### src/result_formatter.sv
`timescale 1ns/1ps
package adc_i2c_pkg;
  localparam logic [6:0] GLOBAL_ADDR = 7'h77;
  localparam int CFG_W = 7;
  localparam logic [CFG_W-1:0] CFG_RESET = 7'h00;
  localparam int CFG_GS_MSB = 6;
  localparam int CFG_GS_LSB = 4;
  localparam int CFG_IM_POS = 3;
  localparam int CFG_FA_POS = 2;
  localparam int CFG_FB_POS = 1;
  localparam int CFG_SPD_POS = 0;
  localparam int READBACK_W = 6;
  localparam logic [3:0] BYTE_BITS = 4'h8;
  localparam logic [3:0] TX_LAST_BIT = 4'h7;
  localparam logic [1:0] READ_BYTES = 2'h3;
  localparam logic signed [17:0] POS_FS_CODE = 18'sh0_ffff;
  localparam logic signed [17:0] NEG_FS_CODE = 18'sh3_0000;
  localparam logic [15:0] OVER_FILL = 16'h0000;
  localparam logic [15:0] UNDER_FILL = 16'hffff;
endpackage

module result_formatter (
  input wire logic clk,
  input wire logic resetn,
  input wire logic load,
  input wire logic signed [17:0] sample,
  input wire logic zero_polarity,
  input wire logic [adc_i2c_pkg::CFG_W-1:0] cfg_snapshot,
  output logic [23:0] result_word
);
  // ****************************************
  // Clamp, flag and readback assembly.
  // ****************************************
  wire over = sample > adc_i2c_pkg::POS_FS_CODE;
  wire under = sample < adc_i2c_pkg::NEG_FS_CODE;
  wire is_zero = sample == 18'sh0_0000;
  wire polarity_flag = is_zero ? zero_polarity : ~sample[17];
  wire [adc_i2c_pkg::READBACK_W-1:0] readback =
    cfg_snapshot[adc_i2c_pkg::READBACK_W-1:0];
  wire [23:0] word_next =
    over ? {2'b11, adc_i2c_pkg::OVER_FILL, readback} :
    under ? {2'b00, adc_i2c_pkg::UNDER_FILL, readback} :
    {polarity_flag, sample[16:0], readback};

  always_ff @(posedge clk) begin
    if (!resetn) begin
      result_word <= 24'h00_0000;
    end else if (load) begin
      result_word <= word_next;
    end
  end
endmodule

### src/adc_i2c_result_config_port.sv
// Functional notes
// - NACK address while conversion runs.
// - ACK address once conversion completed.
// - Sleep after conversion, holding result.
// - Read makes device transmitter, three bytes.
// - After three bytes: empty, convert, refuse.
// - Shift result MSB first on SCL falls.
// - Bit 23 high for positive, low for negative.
// - Overrange: bits 23,22 high, sixteen zeros.
// - Underrange: bits 23,22 low, sixteen ones.
// - Seventeen bits carry two's complement value.
// - Last six bits read back configuration.
// - Clamp to full scale plus/minus LSB.
// - Zero code may report either polarity.
// - Input select routes conversion to temperature.
// - Temperature forces gain one, normal speed.
// - Three gain bits select eight gains.
// - Two bits select line rejection notch.
// - Normal speed calibrates; double rate skips it.
// - Result settles within one conversion cycle.
// - Only result and configuration registers exist.
// - Stop after an acknowledged address, or 24 bits read, starts conversion.
// - Configuration defaults after power-up.
// - Global address write plus stop starts conversion.
`timescale 1ns/1ps
module adc_i2c_result_config_port (
  input wire logic clk,
  input wire logic resetn,
  input wire logic scl,
  input wire logic sda_in,
  output logic sda_out,
  output logic sda_oe,
  input wire logic [6:0] dev_addr,
  output logic conv_start,
  input wire logic conv_done,
  input wire logic signed [17:0] conv_sample,
  input wire logic conv_zero_polarity,
  output logic busy,
  output logic sleep,
  output logic temp_sensor_on,
  output logic [2:0] gain_code,
  output logic [8:0] gain_factor,
  output logic [1:0] reject_sel,
  output logic double_rate_on,
  output logic calibration_on,
  output logic [23:0] result_word
);
  typedef enum logic [2:0] {
    ST_IDLE, ST_ADDR, ST_ACK, ST_RX, ST_TX, ST_MACK, ST_IGNORE
  } bus_state_t;

  // ****************************************
  // Gain decode.
  // ****************************************
  function automatic logic [8:0] gain_of(input logic [2:0] code,
                                         input logic dbl);
    logic [8:0] g;
    g = 9'h001;
    if (dbl) begin
      g = 9'h001 << code;
    end else if (code != 3'h0) begin
      g = 9'h001 << (4'(code) + 4'h1);
    end
    return g;
  endfunction

  bus_state_t state_reg;
  logic scl_prev_reg;
  logic sda_prev_reg;
  logic [3:0] bit_cnt_reg;
  logic [1:0] byte_cnt_reg;
  logic [7:0] shift_reg;
  logic [7:0] tx_shift_reg;
  logic ack_reg;
  logic rw_reg;
  logic master_ack_reg;
  logic io_phase_reg;
  logic converting_reg;
  logic drive_low_reg;
  logic conv_start_reg;
  logic init_reg;
  logic [adc_i2c_pkg::CFG_W-1:0] pending_cfg_reg;
  logic [adc_i2c_pkg::CFG_W-1:0] active_cfg_reg;

  // ****************************************
  // Bus condition decode.
  // ****************************************
  wire scl_rise = scl & ~scl_prev_reg;
  wire scl_fall = ~scl & scl_prev_reg;
  wire start_cond = scl & scl_prev_reg & sda_prev_reg & ~sda_in;
  wire stop_cond = scl & scl_prev_reg & ~sda_prev_reg & sda_in;
  wire [6:0] rx_addr = shift_reg[7:1];
  wire rx_rw = shift_reg[0];
  wire addr_hit = (rx_addr == dev_addr) ||
    (rx_addr == adc_i2c_pkg::GLOBAL_ADDR && !rx_rw);
  wire byte_end = scl_fall && bit_cnt_reg == adc_i2c_pkg::BYTE_BITS;
  wire [7:0] tx_byte = byte_cnt_reg == 2'h0 ? result_word[23:16] :
    byte_cnt_reg == 2'h1 ? result_word[15:8] : result_word[7:0];
  wire result_load = conv_done && converting_reg;
  wire read_done = byte_cnt_reg == adc_i2c_pkg::READ_BYTES;

  // ****************************************
  // Mode outputs from the active configuration, then bus and status outputs.
  // ****************************************
  wire im_bit = active_cfg_reg[adc_i2c_pkg::CFG_IM_POS];
  wire [2:0] gs_bits =
    active_cfg_reg[adc_i2c_pkg::CFG_GS_MSB:adc_i2c_pkg::CFG_GS_LSB];
  assign temp_sensor_on = im_bit;
  assign gain_code = im_bit ? 3'h0 : gs_bits;
  assign double_rate_on = im_bit ? 1'b0 :
    active_cfg_reg[adc_i2c_pkg::CFG_SPD_POS];
  assign calibration_on = ~double_rate_on;
  assign gain_factor = gain_of(gain_code, double_rate_on);
  assign reject_sel = {active_cfg_reg[adc_i2c_pkg::CFG_FA_POS],
                       active_cfg_reg[adc_i2c_pkg::CFG_FB_POS]};
  assign sda_out = 1'b0;
  assign sda_oe = drive_low_reg;
  assign conv_start = conv_start_reg;
  assign busy = converting_reg;
  assign sleep = ~converting_reg & ~io_phase_reg;

  // ****************************************
  // Result register.
  // ****************************************
  result_formatter u_fmt (
    .clk(clk),
    .resetn(resetn),
    .load(result_load),
    .sample(conv_sample),
    .zero_polarity(conv_zero_polarity),
    .cfg_snapshot(active_cfg_reg),
    .result_word(result_word)
  );

  always_ff @(posedge clk) begin
    if (!resetn) begin
      scl_prev_reg <= 1'b1;
      sda_prev_reg <= 1'b1;
    end else begin
      scl_prev_reg <= scl;
      sda_prev_reg <= sda_in;
    end
  end

  // ****************************************
  // Bus sequencer and conversion control.
  // ****************************************
  always_ff @(posedge clk) begin
    if (!resetn) begin
      state_reg <= ST_IDLE;
      bit_cnt_reg <= 4'h0;
      byte_cnt_reg <= 2'h0;
      shift_reg <= 8'h00;
      tx_shift_reg <= 8'h00;
      ack_reg <= 1'b0;
      rw_reg <= 1'b0;
      master_ack_reg <= 1'b0;
      io_phase_reg <= 1'b0;
      converting_reg <= 1'b0;
      drive_low_reg <= 1'b0;
      conv_start_reg <= 1'b0;
      init_reg <= 1'b1;
      pending_cfg_reg <= adc_i2c_pkg::CFG_RESET;
      active_cfg_reg <= adc_i2c_pkg::CFG_RESET;
    end else begin
      conv_start_reg <= 1'b0;
      init_reg <= 1'b0;
      if (result_load) begin
        converting_reg <= 1'b0;
      end
      if (init_reg) begin
        conv_start_reg <= 1'b1;
        converting_reg <= 1'b1;
      end
      if (start_cond) begin
        state_reg <= ST_ADDR;
        bit_cnt_reg <= 4'h0;
        byte_cnt_reg <= 2'h0;
        drive_low_reg <= 1'b0;
      end else if (stop_cond) begin
        state_reg <= ST_IDLE;
        drive_low_reg <= 1'b0;
        if (io_phase_reg) begin
          io_phase_reg <= 1'b0;
          conv_start_reg <= 1'b1;
          converting_reg <= 1'b1;
          active_cfg_reg <= pending_cfg_reg;
        end
      end else begin
        case (state_reg)
          ST_ADDR, ST_RX: begin
            if (scl_rise) begin
              shift_reg <= {shift_reg[6:0], sda_in};
              bit_cnt_reg <= bit_cnt_reg + 4'h1;
            end else if (byte_end) begin
              bit_cnt_reg <= 4'h0;
              if (state_reg == ST_RX) begin
                pending_cfg_reg <= shift_reg[adc_i2c_pkg::CFG_W-1:0];
                ack_reg <= 1'b1;
                drive_low_reg <= 1'b1;
                state_reg <= ST_ACK;
              end else if (!addr_hit) begin
                state_reg <= ST_IGNORE;
              end else begin
                rw_reg <= rx_rw;
                ack_reg <= ~converting_reg;
                drive_low_reg <= ~converting_reg;
                if (!converting_reg) begin
                  io_phase_reg <= 1'b1;
                end
                state_reg <= ST_ACK;
              end
            end
          end
          ST_ACK: begin
            if (scl_fall) begin
              bit_cnt_reg <= 4'h0;
              if (!ack_reg) begin
                drive_low_reg <= 1'b0;
                state_reg <= ST_IGNORE;
              end else if (rw_reg) begin
                tx_shift_reg <= tx_byte;
                drive_low_reg <= ~tx_byte[7];
                state_reg <= ST_TX;
              end else begin
                drive_low_reg <= 1'b0;
                state_reg <= ST_RX;
              end
            end
          end
          ST_TX: begin
            if (scl_fall) begin
              if (bit_cnt_reg == adc_i2c_pkg::TX_LAST_BIT) begin
                drive_low_reg <= 1'b0;
                byte_cnt_reg <= byte_cnt_reg + 2'h1;
                state_reg <= ST_MACK;
              end else begin
                tx_shift_reg <= {tx_shift_reg[6:0], 1'b0};
                drive_low_reg <= ~tx_shift_reg[6];
                bit_cnt_reg <= bit_cnt_reg + 4'h1;
              end
            end
          end
          ST_MACK: begin
            if (scl_rise) begin
              master_ack_reg <= ~sda_in;
            end else if (scl_fall) begin
              bit_cnt_reg <= 4'h0;
              if (read_done) begin
                io_phase_reg <= 1'b0;
                conv_start_reg <= 1'b1;
                converting_reg <= 1'b1;
                active_cfg_reg <= pending_cfg_reg;
                state_reg <= ST_IGNORE;
              end else if (master_ack_reg) begin
                tx_shift_reg <= tx_byte;
                drive_low_reg <= ~tx_byte[7];
                state_reg <= ST_TX;
              end else begin
                state_reg <= ST_IGNORE;
              end
            end
          end
          ST_IDLE, ST_IGNORE: begin
            drive_low_reg <= 1'b0;
          end
          default: begin
            state_reg <= ST_IDLE;
          end
        endcase
      end
    end
  end

  wire addr_decide = state_reg == ST_ADDR && byte_end && !start_cond &&
    !stop_cond && addr_hit;
endmodule

### config.mk
export PLATFORM = sky130hd
export DESIGN_NAME = adc_i2c_result_config_port
export DESIGN_NICKNAME = d
export VERILOG_FILES = /design/src/result_formatter.sv /design/src/adc_i2c_result_config_port.sv
export SDC_FILE = /design/constraint.sdc
export NUM_CORES = 1
export LEC_CHECK = 0
export BUFFER_PORTS_ARGS = -buffer_cell sky130_fd_sc_hd__clkbuf_2
export CAP_MARGIN = 20
export CORE_AREA = 10 10 106 108
export CTS_CLUSTER_DIAMETER = 60
export DETAILED_ROUTE_END_ITERATION = 16
export DIE_AREA = 0 0 116 118
export PLACE_DENSITY = 0.64
export REMOVE_ABC_BUFFERS = 1
export SLEW_MARGIN = 20
export SYNTH_ARGS = -nofsm -noshare
export SYNTH_HDL_FRONTEND = slang
export SYNTH_SLANG_ARGS = --single-unit
### constraint.sdc
create_clock -name clk -period 4.2 [get_ports clk]
set_clock_uncertainty 0.05 [all_clocks]
set_input_delay 1.26 -clock clk [delete_from_list [all_inputs] [get_ports clk]]
set_output_delay 1.26 -clock clk [all_outputs]
set_load 0.01 [all_outputs]
==> reports/qor.csv <==
stage;metric;value;unit
cells_and_area;Layout Utilization;0.499;
critical_path;worst-case reg-to-reg path depth;5;
sta;hold slack;408;ps
synth;Synth area leaders;dfxtp_1 36%, a21oi_1 8.0%, mux2i_1 6.2%;
critical_path;r2r startpoint;state_reg[1]$_SDFFE_PP0P_;
sta;unrepaired setup endpoints after global routing;false;
die;Die Wd;116;microns
die;Initial Util;0.440;
global_route;initial antenna violation count;0;
min_path;Hold Path Stages;2;
routing;Residual DRC;0;
synth;Mapped Cells;518;
routing;via/cell ratio;5.59;
synth;count of different cell masters after synthesis;66;
clock_tree;post-CTS setup buffers;0;
global_route;global-route usage over all layers;0.149;
routing;routed len/inst;15.3;microns
cells_and_area;share of layout cells above drive strength 1;0.184;
routing;Post-Route WL;10400;microns
clock_tree;Clock Tree Root;clkbuf_8;
global_route;first-pass GRT wire length;17200;microns
routing;initial DRC count;300;
critical_path;Crit Path Category;flop to primary output;
sta;setup_tns;0;ps
die;IO Pins;77;
cells_and_area;area occupied by multi-input gates;2310;sq um
die;row cnt;35;
clock_tree;clk_lat worst skew;350;ps
clock_tree;clock slew at reported path FFs;90;ps
sta;Slew headroom;0.396;
run_status;status;finished clean;
placed_design;port bufs;75;
power;pwr/cell area;299;nW/um^2
sta;Final period util;0.865;
synth;synthesized area per cell;7.74;sq um
cells_and_area;Filler cells;912;
sta;Tightest Pin Transition;904;ps
global_route;grt ovf;0;
synth;register area share after synthesis;0.359;
critical_path;Startpoint Class;flop;
die;Die ar.;13700;sq um
clock_tree;hold buffer count at CTS;0;
synth;ys flop type;dfxtp_1;
synth;EDFF count, synth;0;
global_route;vias in the first global route;3493;
power;LEAKAGE;1.82;nW
routing;detailed-route via count;3815;
die;core area;9110;sq um
sta;Final Max Tran Viols;0;
synth;number of synthesized register bits;72;
critical_path;reg2reg end;bit_cnt_reg[2]$_SDFFE_PP0P_;
power;Peak VDD IR;0.125;mV
clock_tree;number of CTS-inserted buffers;9;
min_path;HP Start;pending_cfg_reg[4]$_SDFFE_PN0P_;
placed_design;GP Congestion;0.947;
synth;biggest area consumer among synthesized cells;dfxtp_1;
cells_and_area;# diodes;0;
placed_design;DP HPWL;7750;microns
clock_tree;CTS max path bufs;2;
clock_tree;CTS tree;done;
cells_and_area;fin nets;604;
critical_path;CP endpoint kind;primary output;
flow_run;max-cap violations;0;
critical_path;WP data arrival;2320;ps
clock_tree;CTS H-tree lvls;3;
synth;Mapped Area;4010;sq um
clock_tree;post-cts resize count;0;
routing;First-pass DRT Iterations;5;
sta;Fmax;275;MHz
die;Die H;118;microns
min_path;worst-case hold path end point;pending_cfg_reg[4]$_SDFFE_PN0P_;
sta;final setup vio count;0;
synth;Yosys top cell area share;0.359;
global_route;pin count of the biggest net entering global routing;40;
cells_and_area;Largest register FFs;24;
sta;Tmin final;3630;ps
critical_path;setup slack, reg-to-reg;1660;ps
sta;Hold Vio Cnt, Final;0;
clock_tree;clock sinks;72;
cells_and_area;Reg area;1440;sq um
synth;fraction of registers with async set/reset;0;
critical_path;Crit Path Max Fanout;11;
synth;Synth warnings;0;
routing;final antenna-violating net count;0;
critical_path;Critical Path RT;2890;ps
min_path;worst hold path class;flop to flop;
cells_and_area;Layout Area Growth over Synthesis;13.2;%
==> per-stage QoR <==
stage | cells | instance area (sq um) | setup slack [ps] | power [mW]
global route | 682 | 4540 | 239 | 1.42
global placement | 666 | 4360 | 1110 | 0.845
finish | 682 | 4540 | 569 | 1.36
detailed placement | 666 | 4360 | 963 | 0.847
floorplan | 477 | 3820 | 1220 | 0.784
CTS | 682 | 4540 | 547 | 1.37
==> synth_stat cells, drive strengths merged (2+ instances only) <==
cell / instances
dfxtp: 72
a21oi: 65
nor2: 65
nand2: 62
o21ai: 31
clkbuf: 29
mux2i: 25
inv: 18
nand3: 15
buf: 12
nand2b: 10
nor3: 8
nor4: 8
a31oi: 7
ha: 7
a221oi: 6
mux2: 6
nor2b: 6
xor2: 5
or3: 4
xnor2: 4
a211oi: 3
nand3b: 3
o22ai: 3
a21boi: 2
a21o: 2
a311oi: 2
a32o: 2
a41oi: 2
and3b: 2
nand4: 2
nand4b: 2
nor3b: 2
nor4b: 2
o21a: 2
o31a: 2
o31ai: 2
o32ai: 2
==> power breakdown <==
part	switching [mW]	internal (mW)	total [mW]	leakage, nW
combinational	0.0761	0.0464	0.123	1.15
clock	0.300	0.226	0.526	0.0888
sequential	0.0134	0.695	0.708	0.584
total	0.389	0.967	1.36	1.82
==> area by class of cell <==
cell class,count,share of cell area
sequential,72,0.317
inverter,18,0.0149
timing repair buffer,78,0.0876
clock inverter,7,0.0135
tap,111,0.0306
clock buffer,9,0.0273
multi-input combinational,387,0.509
==> logic make-up after synthesis <==
kind of cell	after synthesis	share of synthesized area
AO/OA/AOI/OAI	142	0.221
adder cells (fa/ha/maj)	7	0.0218
XOR/XNOR	9	0.0196
buffers and inverters	59	0.0646
flip-flops	72	0.359
other	1	0.000935
multiplexers	31	0.0792
AND/OR/NAND/NOR	197	0.233
==> worst max-delay path by stage <==
stage          cells after the start  slack [ps]             end                      startpoint
2_1_floorplan                      6        1220  gain_factor[5]  active_cfg_reg[4]$_SDFFE_PN0P_
3_3_place_gp                       7        1110  gain_factor[5]  active_cfg_reg[4]$_SDFFE_PN0P_
3_5_place_dp                       7         960  gain_factor[5]  active_cfg_reg[4]$_SDFFE_PN0P_
4_1_cts                            7         550  gain_factor[5]  active_cfg_reg[4]$_SDFFE_PN0P_
5_1_grt                            7         240  gain_factor[5]  active_cfg_reg[4]$_SDFFE_PN0P_
6_report                           7         570  gain_factor[5]  active_cfg_reg[4]$_SDFFE_PN0P_
==> placed cells by master, fill, tap and decap left out, types with 4 or more instances in the layout <==
| master | netlist | routed |
|---|---|---|
| xor2_1 | 5 | 5 |
| dfxtp_1 | 72 | 72 |
| nand2_1 | 61 | 61 |
| clkbuf_8 | 0 | 9 |
| inv_1 | 17 | 17 |
| a31oi_1 | 7 | 7 |
| mux2i_1 | 25 | 25 |
| nor2_1 | 65 | 65 |
| mux2_1 | 6 | 6 |
| o21ai_0 | 26 | 26 |
| a221oi_1 | 4 | 4 |
| o21ai_1 | 4 | 4 |
| nand3_1 | 15 | 15 |
| or3_1 | 4 | 4 |
| a21oi_1 | 64 | 64 |
| nor3_1 | 7 | 7 |
| clkbuf_2 | 0 | 75 |
| nand2b_1 | 10 | 10 |
| nor4_1 | 8 | 8 |
| xnor2_1 | 4 | 4 |
| ha_1 | 7 | 7 |
| nor2b_1 | 6 | 6 |
==> worst max-delay path, cell delays in order (launching register included) <==
cell	delay, ps
dfxtp_1	570
inv_1	130
nor3_1	270
ha_1	370
nor3_1	190
a21oi_1	60
nor4_1	200
clkbuf_2	180
==> layer usage <==
layer,vias to the layer above,share of wire,track usage
met3,17,0.076,0.0362
met2,123,0.45,0.231
met5,-,0,0
li1,1917,-,-
met4,0,0.014,0.0477
met1,1758,0.46,0.195
(Power assumes the default switching activity.)
